### src/timer_defs.svh
// Register offsets, reset values and divider counts of the reload timer
`ifndef TIMER_DEFS_SVH
`define TIMER_DEFS_SVH

// ------------------------------------------------------------
// Register offsets
// ------------------------------------------------------------
`define CTL_ADDR 8'h91
`define RLD_LO_ADDR 8'h92
`define RLD_HI_ADDR 8'h93
`define CNT_LO_ADDR 8'h94

// ------------------------------------------------------------
// Control field positions
// ------------------------------------------------------------
`define CTL_HFLAG 7
`define CTL_LFLAG 6
`define CTL_UNUSED 1

// ------------------------------------------------------------
// Reset values
// ------------------------------------------------------------
`define CTL_RESET 8'h00
`define RLD_RESET 8'h00
`define CNT_RESET 8'h00

// ------------------------------------------------------------
// Divider counts
// ------------------------------------------------------------
`define SYS_DIV 4'hc
`define SYS_DIV_LAST (`SYS_DIV - 4'h1)
`define EXT_DIV_LAST 3'h7

`endif

### src/timer_pkg.sv
// Types shared by the reload timer files
package timer_pkg;

   // ------------------------------------------------------------
   // Control register layout
   // ------------------------------------------------------------
   typedef struct packed {
      logic high_overflow_flag;
      logic low_overflow_flag;
      logic low_byte_irq_enable;
      logic comparator_capture_enable;
      logic split_mode_select;
      logic run_control;
      logic unused;
      logic ext_clock_select;
   } ctl_s;

   // ------------------------------------------------------------
   // Register port request
   // ------------------------------------------------------------
   typedef struct packed {
      logic [7:0] addr;
      logic wr;
      logic rd;
      logic [7:0] wdata;
   } sfr_req_s;

endpackage

### src/clk_tick_gen.sv
// Divide-by-12 and synchronised external divide-by-8 enables
`include "timer_defs.svh"
module clk_tick_gen import timer_pkg::*; (
   input wire logic ref_clk,
   input wire logic nrst,
   input wire logic ext_osc,
   output logic sys12_tick_q,
   output logic ext8_tick_q
);
   logic [3:0] div12_q;
   logic [2:0] div8_q;
   logic [2:0] sync_q;
   logic ext_rise;

   assign ext_rise = sync_q[1] & ~sync_q[2];

   // ------------------------------------------------------------
   // System clock divider
   // ------------------------------------------------------------
   always_ff @(posedge ref_clk) begin
      if (!nrst) begin
         div12_q <= 4'h0;
         sys12_tick_q <= 1'b0;
      end else begin
         sys12_tick_q <= (div12_q == `SYS_DIV_LAST);
         div12_q <= (div12_q == `SYS_DIV_LAST) ? 4'h0 : div12_q + 4'h1;
      end
   end

   // ------------------------------------------------------------
   // External oscillator sync and divider
   // ------------------------------------------------------------
   always_ff @(posedge ref_clk) begin
      if (!nrst) begin
         sync_q <= 3'h0;
         div8_q <= 3'h0;
         ext8_tick_q <= 1'b0;
      end else begin
         sync_q <= {sync_q[1:0], ext_osc};
         ext8_tick_q <= ext_rise && (div8_q == `EXT_DIV_LAST);
         if (ext_rise) begin
            div8_q <= div8_q + 3'h1;
         end
      end
   end
endmodule

### src/byte_counter.sv
// One 8-bit up counter with wrap detect, reload and direct write
`include "timer_defs.svh"
module byte_counter import timer_pkg::*; (
   input wire logic ref_clk,
   input wire logic nrst,
   input wire logic inc,
   input wire logic reload_en,
   input wire logic [7:0] reload_val,
   input wire logic wr,
   input wire logic [7:0] wdata,
   output logic [7:0] count_q,
   output logic wrap
);
   assign wrap = inc && (count_q == 8'hff);

   // ------------------------------------------------------------
   // Count, wrap and reload
   // ------------------------------------------------------------
   always_ff @(posedge ref_clk) begin
      if (!nrst) begin
         count_q <= `CNT_RESET;
      end else if (wr) begin
         count_q <= wdata;
      end else if (wrap) begin
         count_q <= reload_en ? reload_val : 8'h00;
      end else if (inc) begin
         count_q <= count_q + 8'h01;
      end
   end
endmodule

### src/auto_reload_timer.sv
// Auto-reload timer: control, reload and low count registers
`include "timer_defs.svh"
// Summary of operation
// - High byte wrap (16-bit: 0xFFFF to the 16-bit reload value) sets high flag.
// - High flag raises interrupt when the timer interrupt is enabled.
// - Flags only clear by software writing zero; hardware never clears.
// - Low byte wrap sets low flag in both modes.
// - Low-byte enable plus interrupt enable makes low wraps interrupt too.
// - Capture enable copies count into reload bytes on comparator rise.
// - Each capture event produces an interrupt when enabled.
// - Split select zero gives one 16-bit counter, one gives two 8-bit.
// - Run gates counting; split mode gates only the high counter.
// - Control bit 1 reads zero and ignores writes.
// - External select picks system clock/12 or synced external/8.
// - In split mode the external select serves both bytes.
// - Reload bytes are read/write storage, also loaded by a capture event.
// - Low count register reads and writes the low counter byte.
// - 16-bit wrap loads the 16-bit reload value.
// - In split mode each byte reloads from its own reload byte.
// - Per-byte fast select picks system clock, else external choice.
module auto_reload_timer import timer_pkg::*; (
   input wire logic ref_clk,
   input wire logic nrst,
   input wire sfr_req_s sfr_req,
   output logic [7:0] sfr_rdata_q,
   input wire logic timer_irq_enable,
   input wire logic high_byte_fast_clock_select,
   input wire logic low_byte_fast_clock_select,
   input wire logic comparator_zero_output,
   input wire logic ext_osc,
   input wire logic high_byte_wr,
   input wire logic [7:0] high_byte_wdata,
   output logic [7:0] count_high_byte,
   output logic timer_irq_q
);
   ctl_s ctl_q;
   ctl_s ctl_wr_val;
   logic [7:0] reload_low_q;
   logic [7:0] reload_high_q;
   logic [7:0] cnt [2];
   logic [1:0] inc;
   logic [1:0] wrap;
   logic [1:0] rld_en;
   logic [1:0] cnt_wr;
   logic [7:0] rld_val [2];
   logic [7:0] cnt_wdata [2];
   logic [2:0] cmp_sync_q;
   logic cap_evt;
   logic t12;
   logic t8;
   logic t_lo;
   logic t_hi;
   logic ctl_wr;

   // ------------------------------------------------------------
   // Helper functions
   // ------------------------------------------------------------
   function automatic logic hit(sfr_req_s r, logic [7:0] a);
      return r.wr && (r.addr == a);
   endfunction

   function automatic logic src_tick(logic fast, logic xclk,
                                     logic s12, logic e8);
      return fast ? 1'b1 : (xclk ? e8 : s12);
   endfunction

   // ------------------------------------------------------------
   // Clock sources
   // ------------------------------------------------------------
   clk_tick_gen u_ticks (
      .ref_clk(ref_clk),
      .nrst(nrst),
      .ext_osc(ext_osc),
      .sys12_tick_q(t12),
      .ext8_tick_q(t8)
   );

   assign t_lo = src_tick(low_byte_fast_clock_select,
                          ctl_q.ext_clock_select, t12, t8);
   assign t_hi = src_tick(high_byte_fast_clock_select,
                          ctl_q.ext_clock_select, t12, t8);

   // ------------------------------------------------------------
   // Counter chaining
   // ------------------------------------------------------------
   // mode and run gating
   assign inc[0] = ctl_q.split_mode_select ? t_lo
                                           : (t_lo & ctl_q.run_control);
   assign inc[1] = ctl_q.split_mode_select ? (t_hi & ctl_q.run_control)
                   : (t_lo & ctl_q.run_control & wrap[0]);
   assign rld_en[0] = ctl_q.split_mode_select | wrap[1];
   assign rld_en[1] = 1'b1;
   assign rld_val[0] = reload_low_q;
   assign rld_val[1] = reload_high_q;
   assign ctl_wr = hit(sfr_req, `CTL_ADDR);
   assign cnt_wr[0] = hit(sfr_req, `CNT_LO_ADDR);
   assign cnt_wr[1] = high_byte_wr;
   assign cnt_wdata[0] = sfr_req.wdata;
   assign cnt_wdata[1] = high_byte_wdata;

   generate
      for (genvar i = 0; i < 2; i++) begin : g_byte
         byte_counter u_cnt (
            .ref_clk(ref_clk),
            .nrst(nrst),
            .inc(inc[i]),
            .reload_en(rld_en[i]),
            .reload_val(rld_val[i]),
            .wr(cnt_wr[i]),
            .wdata(cnt_wdata[i]),
            .count_q(cnt[i]),
            .wrap(wrap[i])
         );
      end
   endgenerate

   assign count_high_byte = cnt[1];

   // ------------------------------------------------------------
   // Comparator edge capture
   // ------------------------------------------------------------
   always_ff @(posedge ref_clk) begin
      if (!nrst) begin
         cmp_sync_q <= 3'h0;
      end else begin
         cmp_sync_q <= {cmp_sync_q[1:0], comparator_zero_output};
      end
   end

   assign cap_evt = ctl_q.comparator_capture_enable
                    & cmp_sync_q[1] & ~cmp_sync_q[2];

   // ------------------------------------------------------------
   // Reload registers
   // ------------------------------------------------------------
   always_ff @(posedge ref_clk) begin
      if (!nrst) begin
         reload_low_q <= `RLD_RESET;
         reload_high_q <= `RLD_RESET;
      end else if (cap_evt) begin
         reload_low_q <= cnt[0];
         reload_high_q <= cnt[1];
      end else begin
         if (hit(sfr_req, `RLD_LO_ADDR)) begin
            reload_low_q <= sfr_req.wdata;
         end
         if (hit(sfr_req, `RLD_HI_ADDR)) begin
            reload_high_q <= sfr_req.wdata;
         end
      end
   end

   // ------------------------------------------------------------
   // Control register
   // ------------------------------------------------------------
   assign ctl_wr_val = ctl_s'(sfr_req.wdata);

   always_ff @(posedge ref_clk) begin
      if (!nrst) begin
         ctl_q <= ctl_s'(`CTL_RESET);
      end else begin
         if (ctl_wr) begin
            ctl_q.low_byte_irq_enable <= ctl_wr_val.low_byte_irq_enable;
            ctl_q.comparator_capture_enable <=
               ctl_wr_val.comparator_capture_enable;
            ctl_q.split_mode_select <= ctl_wr_val.split_mode_select;
            ctl_q.run_control <= ctl_wr_val.run_control;
            ctl_q.ext_clock_select <= ctl_wr_val.ext_clock_select;
         end
         ctl_q.unused <= 1'b0;
         ctl_q.high_overflow_flag <= wrap[1] | cap_evt |
            (ctl_wr ? ctl_wr_val.high_overflow_flag
                    : ctl_q.high_overflow_flag);
         ctl_q.low_overflow_flag <= wrap[0] |
            (ctl_wr ? ctl_wr_val.low_overflow_flag
                    : ctl_q.low_overflow_flag);
      end
   end

   // ------------------------------------------------------------
   // Interrupt request
   // ------------------------------------------------------------
   always_ff @(posedge ref_clk) begin
      if (!nrst) begin
         timer_irq_q <= 1'b0;
      end else begin
         timer_irq_q <= timer_irq_enable & (ctl_q.high_overflow_flag |
            (ctl_q.low_byte_irq_enable & ctl_q.low_overflow_flag));
      end
   end

   // ------------------------------------------------------------
   // Register read port
   // ------------------------------------------------------------
   always_ff @(posedge ref_clk) begin
      if (!nrst) begin
         sfr_rdata_q <= 8'h00;
      end else if (sfr_req.rd) begin
         unique case (sfr_req.addr)
            `CTL_ADDR: sfr_rdata_q <= ctl_q;
            `RLD_LO_ADDR: sfr_rdata_q <= reload_low_q;
            `RLD_HI_ADDR: sfr_rdata_q <= reload_high_q;
            `CNT_LO_ADDR: sfr_rdata_q <= cnt[0];
            default: sfr_rdata_q <= 8'h00;
         endcase
      end
   end
endmodule

### config.mk
export PLATFORM = sky130hd
export DESIGN_NAME = auto_reload_timer
export DESIGN_NICKNAME = d
export VERILOG_FILES = /design/src/timer_pkg.sv /design/src/clk_tick_gen.sv /design/src/byte_counter.sv /design/src/auto_reload_timer.sv
export VERILOG_INCLUDE_DIRS = /design/src
export SDC_FILE = /design/constraint.sdc
export NUM_CORES = 1
export LEC_CHECK = 0
export BUFFER_PORTS_ARGS = -buffer_cell sky130_fd_sc_hd__buf_2
export CAP_MARGIN = 15
export CORE_UTILIZATION = 37
export DETAILED_ROUTE_END_ITERATION = 10
export PLACE_DENSITY_LB_ADDON = 0.12
export SYNTH_ARGS = -nofsm -noshare
export SYNTH_HDL_FRONTEND = slang
export SYNTH_SLANG_ARGS = --single-unit
### constraint.sdc
create_clock -name ref_clk -period 1.7 [get_ports ref_clk]
set_input_delay 0.085 -clock ref_clk [delete_from_list [all_inputs] [get_ports ref_clk]]
set_output_delay 0.085 -clock ref_clk [all_outputs]
set_load 0.01 [all_outputs]
# After elaboration in Yosys (flattened, before gate mapping)
# Cells that the tools add are included.
# Widths: inputs -> output; s select.
[word_totals]
out_inout_bits = 17
elab_cells = 79
reg_bits = 64
in_bits = 34
[classes]
n_addsub = 4
n_mux = 19
n_reduce_logical = 12
n_eq_ne = 8
bitwise = 16
[ops]
columns = ["operator", "n"]
rows = [
  ["$mux 8", 11],
  ["$eq 8x8->1 const B", 6],
  ["$pmux 8 s4", 1],
  ["$add 8x1->8 const B", 2],
  ["$and 1x1->1", 8],
  ["$logic_and 1x1->1", 7],
  ["$mux 1", 7],
  ["$reduce_bool 3->1", 2],
  ["$or 1x1->1", 5],
  ["$add 4x1->4 const B", 1],
  ["$eq 4x4->1 const B", 1],
  ["$reduce_bool 2->1", 2],
  ["$add 3x1->3 const B", 1],
  ["$eq 3x3->1 const B", 1],
  ["$not 1->1", 3],
  ["$reduce_or 2->1", 1],
]

# Longest topological paths before layout
# Gate-level depths: netlist (run 1).
[depth]
depth_word = 12
mapped_depth = 7
depth_no_buf = 6

# Hierarchy
# A second synthesis (run 1) with hierarchy kept.
[unflattened]
hier_cells = 404
hier_area_um2 = 3552.2
[by_module_without_submodules]
columns = ["module", "n_inst", "cells_each", "seq_area_each_um2", "area_each_um2"]
rows = [
  ["auto_reload_timer", 1, 209, 700.7, 1910.6],
  ["byte_counter", 2, 77, 160.2, 591.8],
  ["clk_tick_gen", 1, 41, 240.2, 457.9],
]

# Least setup slack after synthesis (run 1)
# OpenSTA, ideal clock, no wires.
[synth_timing]
path_type = "reg2reg"
from = "reg g_byte[0].u_cnt.count_q[0]"
to = "reg g_byte[1].u_cnt.count_q[4]"
setup_ns = 0.131
path_stages_with_launch = 7
required_time_ns = 1.569
path_buffers = 0
period_less_slack_ns = 1.802
path_slack_ns = -0.102
arrival_time_ns = 1.671
cell_sequence = "dfxtp_1 ha_1 and3_1 o211ai_4 a21bo_4 a2111oi_0 nor3_1"
[synth_via]
elab_chain_len = 7
word_cells_on_any_way = 8
classes_between = "1 x eq/ne; 3 x mux; 1 x bitwise; 3 x reduce/logical"
[synth_rtl]
columns = ["element", "line_no", "text"]
rows = [
  ["from (decl)", "byte_counter.sv:11", "output logic [7:0] count_q,"],
  ["from (signal assigned)", "byte_counter.sv:21", "count_q <= `CNT_RESET;"],
  ["from (signal assigned)", "byte_counter.sv:23", "count_q <= wdata;"],
  ["from (signal assigned)", "byte_counter.sv:25", "count_q <= reload_en ? reload_val : 8'h00;"],
  ["$eq 8x8->1 *", "byte_counter.sv:14", "assign wrap = inc && (count_q == 8'hff);"],
  ["$logic_and 1x1->1 *", "byte_counter.sv:14", ""],
  ["$and 1x1->1 *", "auto_reload_timer.sv:90", ": (t_lo & ctl_q.run_control & wrap[0]);"],
  ["$mux 1 *", "auto_reload_timer.sv:89", "assign inc[1] = ctl_q.split_mode_select ? (t_hi & ctl_q.run_control)"],
  ["$logic_and 1x1->1", "byte_counter.sv:14", ""],
  ["$mux 8", "byte_counter.sv:24", "end else if (wrap) begin"],
  ["$mux 8", "byte_counter.sv:22", "end else if (wr) begin"],
  ["to (signal assigned)", "byte_counter.sv:21", ""],
  ["to (signal assigned)", "byte_counter.sv:23", ""],
  ["to (signal assigned)", "byte_counter.sv:25", ""],
  ["to (decl)", "byte_counter.sv:11", ""],
]
# Mark *: on every way between the ends. The rest lies on a longest branch, timed or not.
# A chain may end at the register's enable or synchronous reset.

# Final worst setup path (run 1)
[layout_timing]
from = "reg g_byte[0].u_cnt.count_q[0]"
to = "reg g_byte[1].u_cnt.count_q[1]"
# Same word-level chain as after synthesis.

==> reports/qor_table.md, run 1 <==
| Stage | Quantity | Value |
|:---|:---|:---|
| run status | Outcome | finished clean |
| yosys | Area share of xor/xnor cells in the synthesized design | 1.31% |
| critical path | Top delay family on crit path | compound AO/OA/AOI/OAI gates |
| yosys | Synth Area in Adders | 1.87% |
| final layout | Final instance area | 0.00438 mm² |
| sta | Slew of the pin with the lowest slew margin | 0.456 ns |
| critical path | Arrival time at the worst endpoint | 1.92 ns |
| critical path | Slowest stage cell on the critical path | sky130_fd_sc_hd__dfxtp_2 |
| yosys | Synthesized instance count | 363 |
| critical path | Count of cells along the worst register-to-register path | 7 |
| placed design | Pre-CTS setup slack | -0.0880 ns |
| sta | Minimum clock period | 1.69 ns |
| die | Vertical die dimension | 97.0 µm |
| final layout | Commonest cells after routing, fill and taps aside | sky130_fd_sc_hd__dfxtp_1, sky130_fd_sc_hd__buf_2, sky130_fd_sc_hd__buf_4, sky130_fd_sc_hd__mux2i_1, sky130_fd_sc_hd__nor2_1 |
| yosys | Seq cells post-synth | 63 |
| yosys | Total of warnings raised by yosys | 0 |
| route | # DRC | 0 |
| route | Number of nets still failing antenna checks after routing | 0 |
| power and ir drop | Maximum vdd drop | 535 µV |
| worst hold path | Hold Crit Start | sfr_req[5] |
| placed design | Final weighted congestion in routability-driven placement | 0.842 |
| die | Die Area | 0.00940 mm² |
| sta | Final setup skew | 0.00851 ns |
| cts | Total clock buffers created by CTS | 9 |
| route | Post-detailed-routing wire length | 9590 µm |
| power and ir drop | Total power density per cell area | 749 mW/mm² |
| final layout | Most common cell after layout, fill and taps aside | sky130_fd_sc_hd__dfxtp_1 |
| yosys | Sequential share of the synthesized area | 37.8% |
| power and ir drop | Leakage power figure | 0.00184 µW |
| yosys | Cell taking the most area after synthesis | sky130_fd_sc_hd__dfxtp_1 |
| worst hold path | Type of the worst min-delay path | primary input to register |
| yosys | Proportion of netlist area held by the largest area contributor | 37.8% |
| cts | Maximum number of buffers from clock root to sink | 2 |
| route | Wire per inst | 16.9 µm |
| yosys | FFs w/ async S/R, synth | 0% |
| critical path | Critical path cell sequence | ha_4 -> and3_4 -> o211ai_4 -> a21boi_4 -> buf_6 -> mux2i_1 -> o21ai_0 |
| sta | Share of the cycle needed by the critical path after routing | 99.6% |
| critical path | Setup CP Type | register to register |
| die | Placeable core region | 0.00872 mm² |
| critical path | Critical path's largest stage delay | 0.36 ns |
| sta | Count of final hold-check violations | 0 |
| critical path | Largest fanout on the critical path | 8 |
| grt | Antenna violations before repair | 0 |
| final layout | Signed area change from the synthesized netlist to the final layout | 31.4% |
| die | IO Count | 51 |
| placed design | Port buffer count | 50 |
| sta | Setup ws final | 0.00756 ns |
| die | Die outline width | 97.0 µm |
| route | Iter 0 DRT Violations | 126 |
| critical path | Critical path required time | 1.92 ns |
| yosys | Post-Synthesis Net Count | 402 |
| yosys | Synth area leaders | sky130_fd_sc_hd__dfxtp_1, sky130_fd_sc_hd__mux2i_1, sky130_fd_sc_hd__a22o_1 |
| grt | Vias in the first global route | 2958 |
| route | Mean number of vias per cell | 5.45 |
| yosys | Synth Cell Area | 0.00334 mm² |
| critical path | Crit start category | register |
| yosys | Post-synthesis compound-gate area fraction | 24.1% |
| sta | Top achievable clock speed | 591 MHz |
| critical path | Worst reg2reg path startpoint | g_byte[0].u_cnt.count_q[0] |
| route | Router iterations before antenna repair | 4 |
| grt | Total global-route track usage | 21.1% |
| yosys | Number of synthesized flops with an enable pin | 0 |
| yosys | Simple logic cell fraction of the synthesized area | 19.2% |
| critical path | Sort of element at the end of the critical path | register |
| sta | Fin. max-slew vios | 0 |
| placed design | Placed standard-cell area | 0.00394 mm² |
| yosys | Multiplexer share of the synthesized area | 10.1% |
| final layout | N_diodes | 0 |
| grt | GRT Residual Overflow | 0 |
| cts | CTS clock-pin slew for the worst setup and hold paths | 0.07 ns |
| route | DR vias | 3101 |
| final layout | Fillcell total | 854 |
| critical path | Buffering stage count on the worst path with inverters included | 1 |
| flow run | Max-cap violation count | 0 |
| placed design | Final HPWL DP | 7130 µm |
| critical path | Critical R2R Capture | g_byte[1].u_cnt.count_q[1] |
| yosys | Combinational family with the most area after synthesis | compound AO/OA/AOI/OAI gates |
| yosys | Most frequently used flop master after synthesis | sky130_fd_sc_hd__dfxtp_1 |
| yosys | Avg Cell Area, Syn | 9.19 µm² |
| worst hold path | Depth of the worst hold-timing path | 3 |
| grt | First-pass GRT wire length | 15500 µm |
| sta | Slew margin rel. | 69.5% |
| die | Total number of placement rows | 34 |
| critical path | Setup slack, reg-to-reg | 0.008 ns |
| worst hold path | Capture endpoint of the worst hold path | g_byte[0].u_cnt.count_q[5] |
| cts | Total number of clock tree sinks | 63 |
| yosys | Count of unique library cells instantiated by Yosys | 59 |
| final layout | Ratio of cells with drive above 1 in the final layout | 33.6% |
| cts | Number of H-tree levels | 3 |
| cts | Worst skew pair latency | 0.34 ns |
| final layout | Fin nets | 495 |
| cts | Clock tree from TritonCTS | done |
| cts | Clock root buffer | sky130_fd_sc_hd__clkbuf_8 |
| grt | Largest net degree at the start of global routing | 34 |
| sta | Setup repair after global routing missed its margin | yes |
| sta | Final Setup Violations | 0 |
| die | Initial Utilization | 38.3% |
flip-flops by register name, summed over array words and instances, names as in the netlist:
name                  cells
cmp_sync_q                3
ctl_q                     7
g_byte.u_cnt.count_q     16
reload_high_q             8
reload_low_q              8
sfr_rdata_q               8
timer_irq_q               1
u_ticks.div12_q           4
u_ticks.div8_q            3
u_ticks.ext8_tick_q       1
u_ticks.sync_q            3
u_ticks.sys12_tick_q      1
per-layer routing:
| metal | routed length, µm | track usage (%) | vias to the layer above | part of all wire (%) |
|---|---|---|---|---|
| met3 | 433 | 4.77 | 13 | 4.5 |
| li1 | - | - | 1548 | - |
| met5 | 0 | 0 | - | 0 |
| met2 | 4500 | 33.3 | 71 | 47 |
| met4 | 113 | 5.97 | 0 | 1.2 |
| met1 | 4550 | 28.7 | 1469 | 47 |
worst min-delay path: cells and delay by family:
family	cells	cell delay (ns)
buf+inv	1	0.14
simple gates	1	0.06
compound gates	1	0.05
per-stage QoR:
step	std cells	setup TNS (ns)	hold WS (ns)	utilization [%]	total power, µW
after floorplan	363	0	0.204	-	1690
after global placement	540	-0.0688	0.292	45.2	1810
after detailed placement	540	-0.181	0.297	45.2	1810
after CTS	565	-0.0112	0.0291	49.0	3310
after global routing	569	-0.309	0.0311	50.3	3420
final	569	0	0.0416	50.3	3280
Yosys cell counts (all sizes together), types with 2 or more instances:
| master | count |
|---|---|
| nor4b | 2 |
| nor2b | 2 |
| nand2 | 26 |
| nor4 | 3 |
| nor3b | 3 |
| a31oi | 2 |
| nor3 | 9 |
| nand3 | 13 |
| a2111oi | 5 |
| buf | 17 |
| o211ai | 3 |
| mux2 | 3 |
| nor2 | 32 |
| nand3b | 2 |
| a21oi | 24 |
| nand4 | 4 |
| inv | 4 |
| dfxtp | 63 |
| o41ai | 2 |
| a22o | 15 |
| a41oi | 2 |
| a221o | 7 |
| o21ai | 25 |
| and3 | 7 |
| and4 | 4 |
| ha | 5 |
| and2 | 8 |
| xnor2 | 4 |
| a211oi | 9 |
| mux2i | 30 |
| clkbuf | 10 |
logic make-up (layout without fill, tap and decap cells):
group                      Yosys count  in the layout
and+or+nand+nor                    118            118
adders and majority gates            5              5
DFF                                 63             63
buffers and inverters               32            130
AOI/OAI and AO/OA                  107            107
xor gates and xnor gates             5              5
muxes                               33             33
timing repair:
item / CTS / global route
buffers inserted: 3 / 4
resized for setup: 4 / 17
hold endpoints to repair: 7 / 0
setup endpoints to repair: 5 / 14
hold buffers: 7 / 0
pin swaps: 6 / 10
gates cloned: 0 / 0
where the power goes:
| group | leakage [µW] | total [µW] | switching [µW] | internal (µW) |
|---|---|---|---|---|
| registers | 0.000513 | 1520 | 14.6 | 1500 |
| logic | 0.00122 | 280 | 152 | 127 |
| clock network | 0.000109 | 1490 | 615 | 872 |
| total | 0.00184 | 3280 | 781 | 2500 |
worst max-delay path by stage:
stage	start	to	slack, ns	depth (start not counted)
finish	g_byte[0].u_cnt.count_q[0]	g_byte[1].u_cnt.count_q[1]	0.008	7
global route	g_byte[0].u_cnt.count_q[0]	g_byte[1].u_cnt.count_q[6]	-0.07	6
CTS	ctl_q[0]	g_byte[1].u_cnt.count_q[5]	-0.01	6
detailed placement	g_byte[0].u_cnt.count_q[0]	g_byte[1].u_cnt.count_q[6]	-0.09	6
global placement	g_byte[0].u_cnt.count_q[0]	g_byte[1].u_cnt.count_q[6]	-0.07	6
floorplan	g_byte[1].u_cnt.count_q[1]	g_byte[1].u_cnt.count_q[5]	0.02	7
layout make-up:
cell class | count | area [µm²] | share of cell area (%)
flip-flops and latches | 63 | 1270 | 28.9
inverters | 5 | 18.8 | 0.428
clock buffers | 10 | 138 | 3.14
repair buffers | 109 | 747 | 17.0
well taps | 108 | 135 | 3.08
multi-input cells | 268 | 1990 | 45.3
clock inverters | 6 | 92.6 | 2.11
Note: power is estimated with default switching activity, not from simulation.
==> run 2: changes to the inputs <==
SYNTH_HIERARCHICAL = 1   (was unset)
==> reports/qor_table.md, run 2 <==
| Stage | Quantity | Value | Delta |
|:---|:---|:---|:---|
| run status | Outcome | finished with violations |  |
| run status | Failing checks | negative setup slack |  |
| critical path | Sort of element at the end of the critical path | register |  |
| route | Wire per inst | 16.7 µm | -0.79% |
| sta | Final Setup Violations | 17 | +17 |
| die | Vertical die dimension | 100 µm | +3.1% |
| cts | Worst skew pair latency | 0.35 ns | about the same |
| sta | Minimum clock period | 2.29 ns | +0.596 ns |
| route | Router iterations before antenna repair | 4 | unchanged |
| flow run | Max-cap violation count | 0 | unchanged |
| yosys | Post-Synthesis Net Count | 443 | +10% |
| critical path | Crit start category | register |  |
| final layout | Fin nets | 533 | +7.7% |
| power and ir drop | Net load switching power | 781 µW | about the same |
| placed design | Final HPWL DP | 7490 µm | +5.1% |
| sta | Top achievable clock speed | 437 MHz | -26% |
| yosys | Synth area leaders | sky130_fd_sc_hd__dfxtp_1, sky130_fd_sc_hd__nand2_1, sky130_fd_sc_hd__mux2i_1 |  |
| critical path | Critical R2R Capture | g_byte[0].u_cnt/count_q[5] |  |
| critical path | Worst setup path start | ctl_q[0] |  |
| grt | Vias in the first global route | 3193 | +7.9% |
| sta | Final total negative setup slack | -7.82 ns | -7.82 ns |
| sta | Worst Hold Margin | 0.0344 ns | -0.00720 ns |
| critical path | Worst reg2reg path startpoint | ctl_q[0] |  |
| route | # DRC | 0 | unchanged |
| placed design | Final weighted congestion in routability-driven placement | 0.866 | +2.9% |
| power and ir drop | Leakage power figure | 0.00183 µW | -0.59% |
| yosys | Seq cells post-synth | 63 | unchanged |
| yosys | Proportion of netlist area held by the largest area contributor | 35.5% | -2.3 points |
| power and ir drop | Power share of the sequential group | 44.7% | -1.5 points |
| route | Post-detailed-routing wire length | 10500 µm | +9.5% |
| yosys | Cell with the most instances after synthesis | sky130_fd_sc_hd__dfxtp_1 |  |
| sta | Setup ws final | -0.589 ns | -0.596 ns |
| grt | First-pass GRT wire length | 16800 µm | +7.9% |
| route | Iter 0 DRT Violations | 174 | +38% |
| critical path | Arrival time at the worst endpoint | 2.52 ns | +0.60 ns |
| final layout | Seq. cell area | 0.00126 mm² | -0.30% |
| critical path | Setup slack, reg-to-reg | -0.59 ns | -0.60 ns |
| power and ir drop | Switching Fraction | 23.0% | -0.84 points |
| route | Number of nets still failing antenna checks after routing | 0 | unchanged |
| die | Placeable core region | 0.00928 mm² | +6.5% |
| die | IO Count | 51 | unchanged |
| route | DR vias | 3390 | +9.3% |
| sta | Share of the cycle needed by the critical path after routing | 135% | +35 points |
| critical path | Setup CP Type | register to register |  |
| sta | Fin. max-slew vios | 0 | unchanged |
| cts | Number of H-tree levels | 3 | unchanged |
| final layout | Number of flip-flops in the largest register | 16 | unchanged |
| placed design | Number of instances in the placed design | 599 | +11% |
| yosys | Most used standard cells in the synthesized netlist | sky130_fd_sc_hd__dfxtp_1, sky130_fd_sc_hd__nand2_1, sky130_fd_sc_hd__nor2_1 |  |
| yosys | Count of unique library cells instantiated by Yosys | 61 | +3.4% |
| sta | Count of final hold-check violations | 0 | unchanged |
| final layout | Signed area change from the synthesized netlist to the final layout | 29.9% |  |
| yosys | Number of synthesized flops with an enable pin | 0 | unchanged |
| cts | Total number of clock tree sinks | 63 | unchanged |
| yosys | Avg Cell Area, Syn | 8.79 µm² | -4.4% |
| cts | CTS clock-pin slew for the worst setup and hold paths | 0.08 ns | about the same |
| final layout | N_diodes | 0 | unchanged |
| power and ir drop | Total power density per cell area | 738 mW/mm² | -1.5% |
| worst hold path | Capture endpoint of the worst hold path | g_byte[1].u_cnt/count_q[5] |  |
| yosys | Synthesized instance count | 404 | +11% |
| route | Mean number of vias per cell | 5.40 | -0.95% |
| die | Die outline width | 100 µm | +3.1% |
| cts | Maximum number of buffers from clock root to sink | 2 | unchanged |
| worst hold path | Hold Crit Start | high_byte_wdata[5] |  |
| critical path | Largest fanout on the critical path | 7 | -1 |
| power and ir drop | Cell Int Power | 2620 µW | +4.8% |
| sta | Final setup skew | 0.0145 ns | +0.00596 ns |
| final layout | Final core occ | 49.7% | -0.58 points |
| power and ir drop | Maximum vdd drop | 385 µV | -28% |
| final layout | Commonest cells after routing, fill and taps aside | sky130_fd_sc_hd__dfxtp_1, sky130_fd_sc_hd__nand2_1, sky130_fd_sc_hd__buf_2, sky130_fd_sc_hd__buf_4, sky130_fd_sc_hd__nor2_1 |  |
| grt | Largest net degree at the start of global routing | 47 | +38% |
| final layout | Cell Count, Final, Fillers Out | 628 | +10% |
| cts | Clock tree from TritonCTS | done |  |
| critical path | Critical path required time | 1.93 ns | about the same |
| worst hold path | Depth of the worst hold-timing path | 3 | unchanged |
| grt | Antenna violations before repair | 0 | unchanged |
| die | Initial Utilization | 38.3% | about the same |
| final layout | Most common cell after layout, fill and taps aside | sky130_fd_sc_hd__dfxtp_1 |  |
| die | Die Area | 0.0100 mm² | +6.3% |
| final layout | Register name with the most flops | g_byte.u_cnt/count_q |  |
| power and ir drop | Logic pwr share | 8.8% | +0.3 points |
| yosys | FFs w/ async S/R, synth | 0% | unchanged |
| grt | Total global-route track usage | 21.8% | +0.71 points |
| cts | Clock root buffer | sky130_fd_sc_hd__clkbuf_8 |  |
| power and ir drop | Relative contribution of the clock network to total power | 46.5% | +1.2 points |
| final layout | Ratio of cells with drive above 1 in the final layout | 34.3% | +0.65 points |
| power and ir drop | Total power consumption of the routed design | 3400 µW | +3.6% |
| critical path | Count of cells along the worst register-to-register path | 14 | +7 |
| yosys | Most frequently used flop master after synthesis | sky130_fd_sc_hd__dfxtp_1 |  |
| sta | Setup repair after global routing missed its margin | yes |  |
| cts | Total clock buffers created by CTS | 9 | unchanged |
| yosys | Total of warnings raised by yosys | 6 | +6 |
| yosys | Sequential share of the synthesized area | 35.5% | -2.3 points |
| yosys | Cell taking the most area after synthesis | sky130_fd_sc_hd__dfxtp_1 |  |
| final layout | Multi-input gate area | 0.00222 mm² | +12% |
| die | Total number of placement rows | 35 | +2.9% |
| final layout | Fillcell total | 948 | +11% |
| placed design | Port buffer count | 50 | unchanged |
| yosys | Synth Cell Area | 0.00355 mm² | +6.4% |
| grt | GRT Residual Overflow | 0 | unchanged |
| worst hold path | Type of the worst min-delay path | primary input to register |  |
run 2: per-layer routing:
metal	vias up	global-route usage, %	share of wire [%]
met4	0	7.80	1.8
met5	-	0	0
met3	17	2.86	5.0
met2	89	33.7	44
li1	1671	-	-
met1	1613	31.0	49
run 2: logic make-up (layout without fill, tap and decap cells):
logic type / count (synthesis) / count (layout) / share of synthesized area, %
and+or+nand+nor: 171 / 171 / 27.1
AOI/OAI and AO/OA: 94 / 94 / 19.9
DFF: 63 / 63 / 35.5
buffers and inverters: 34 / 129 / 5.07
muxes: 33 / 33 / 9.83
adders and majority gates: 5 / 5 / 1.76
xor gates and xnor gates: 3 / 3 / 0.740
other: 1 / 1 / 0.106
run 2: layout make-up:
class | instances | share of cell area, %
well taps | 129 | 3.50
flip-flops and latches | 63 | 27.4
clock inverters | 2 | 1.30
clock buffers | 14 | 3.96
inverters | 8 | 0.651
multi-input cells | 307 | 48.2
repair buffers | 105 | 15.0
run 2: power groups by stage:
| stage | Clock [µW] | Sequential [µW] | Combinational (µW) |
|---|---|---|---|
| after floorplan | 0 | 1560 | 150 |
| after global placement | 0 | 1560 | 278 |
| after detailed placement | 0 | 1560 | 280 |
| after CTS | 1610 | 1520 | 295 |
| after global routing | 1670 | 1530 | 328 |
| final | 1580 | 1520 | 299 |
run 2: metrics by stage:
stage | cell area [µm²] | setup slack (ns)
after CTS | 4520 | -0.564
after global routing | 4610 | -0.690
after detailed placement | 4150 | -0.581
final | 4610 | -0.589
after floorplan | 3610 | -1.12
after global placement | 4150 | -0.531
run 2: what timing repair did:
action	in CTS	in global routing
pin swaps	20	12
buffers inserted	3	6
gates resized for setup	10	12
endpoints found under the setup margin	17	17
endpoints found under the hold margin	6	0
hold buffers	6	0
run 2: how the worst max path moves through the flow:
| stage | to | slack, ns | depth (start not counted) |
|---|---|---|---|
| 2_1_floorplan | g_byte[0].u_cnt/count_q[3] | -1.12 | 17 |
| 4_1_cts | g_byte[0].u_cnt/count_q[4] | -0.56 | 12 |
| 3_3_place_gp | g_byte[0].u_cnt/count_q[3] | -0.53 | 12 |
| 5_1_grt | g_byte[0].u_cnt/count_q[4] | -0.69 | 12 |
| 6_report | g_byte[0].u_cnt/count_q[5] | -0.59 | 14 |
| 3_5_place_dp | g_byte[0].u_cnt/count_q[3] | -0.58 | 12 |
run 2: worst max-delay path, stage by stage (launching register included):
cell and delay, ns:
sky130_fd_sc_hd__dfxtp_2 0.34, sky130_fd_sc_hd__mux2i_2 0.28, sky130_fd_sc_hd__a21oi_2 0.09, sky130_fd_sc_hd__and4_1 0.17
sky130_fd_sc_hd__and2_4 0.14, sky130_fd_sc_hd__o21ai_2 0.12, sky130_fd_sc_hd__a21oi_2 0.05, sky130_fd_sc_hd__and4_4 0.15
sky130_fd_sc_hd__and2_4 0.13, sky130_fd_sc_hd__or2_4 0.27, sky130_fd_sc_hd__buf_4 0.15, sky130_fd_sc_hd__nand2_1 0.05
sky130_fd_sc_hd__nand3_1 0.07, sky130_fd_sc_hd__nand4_1 0.09, sky130_fd_sc_hd__o22ai_1 0.07
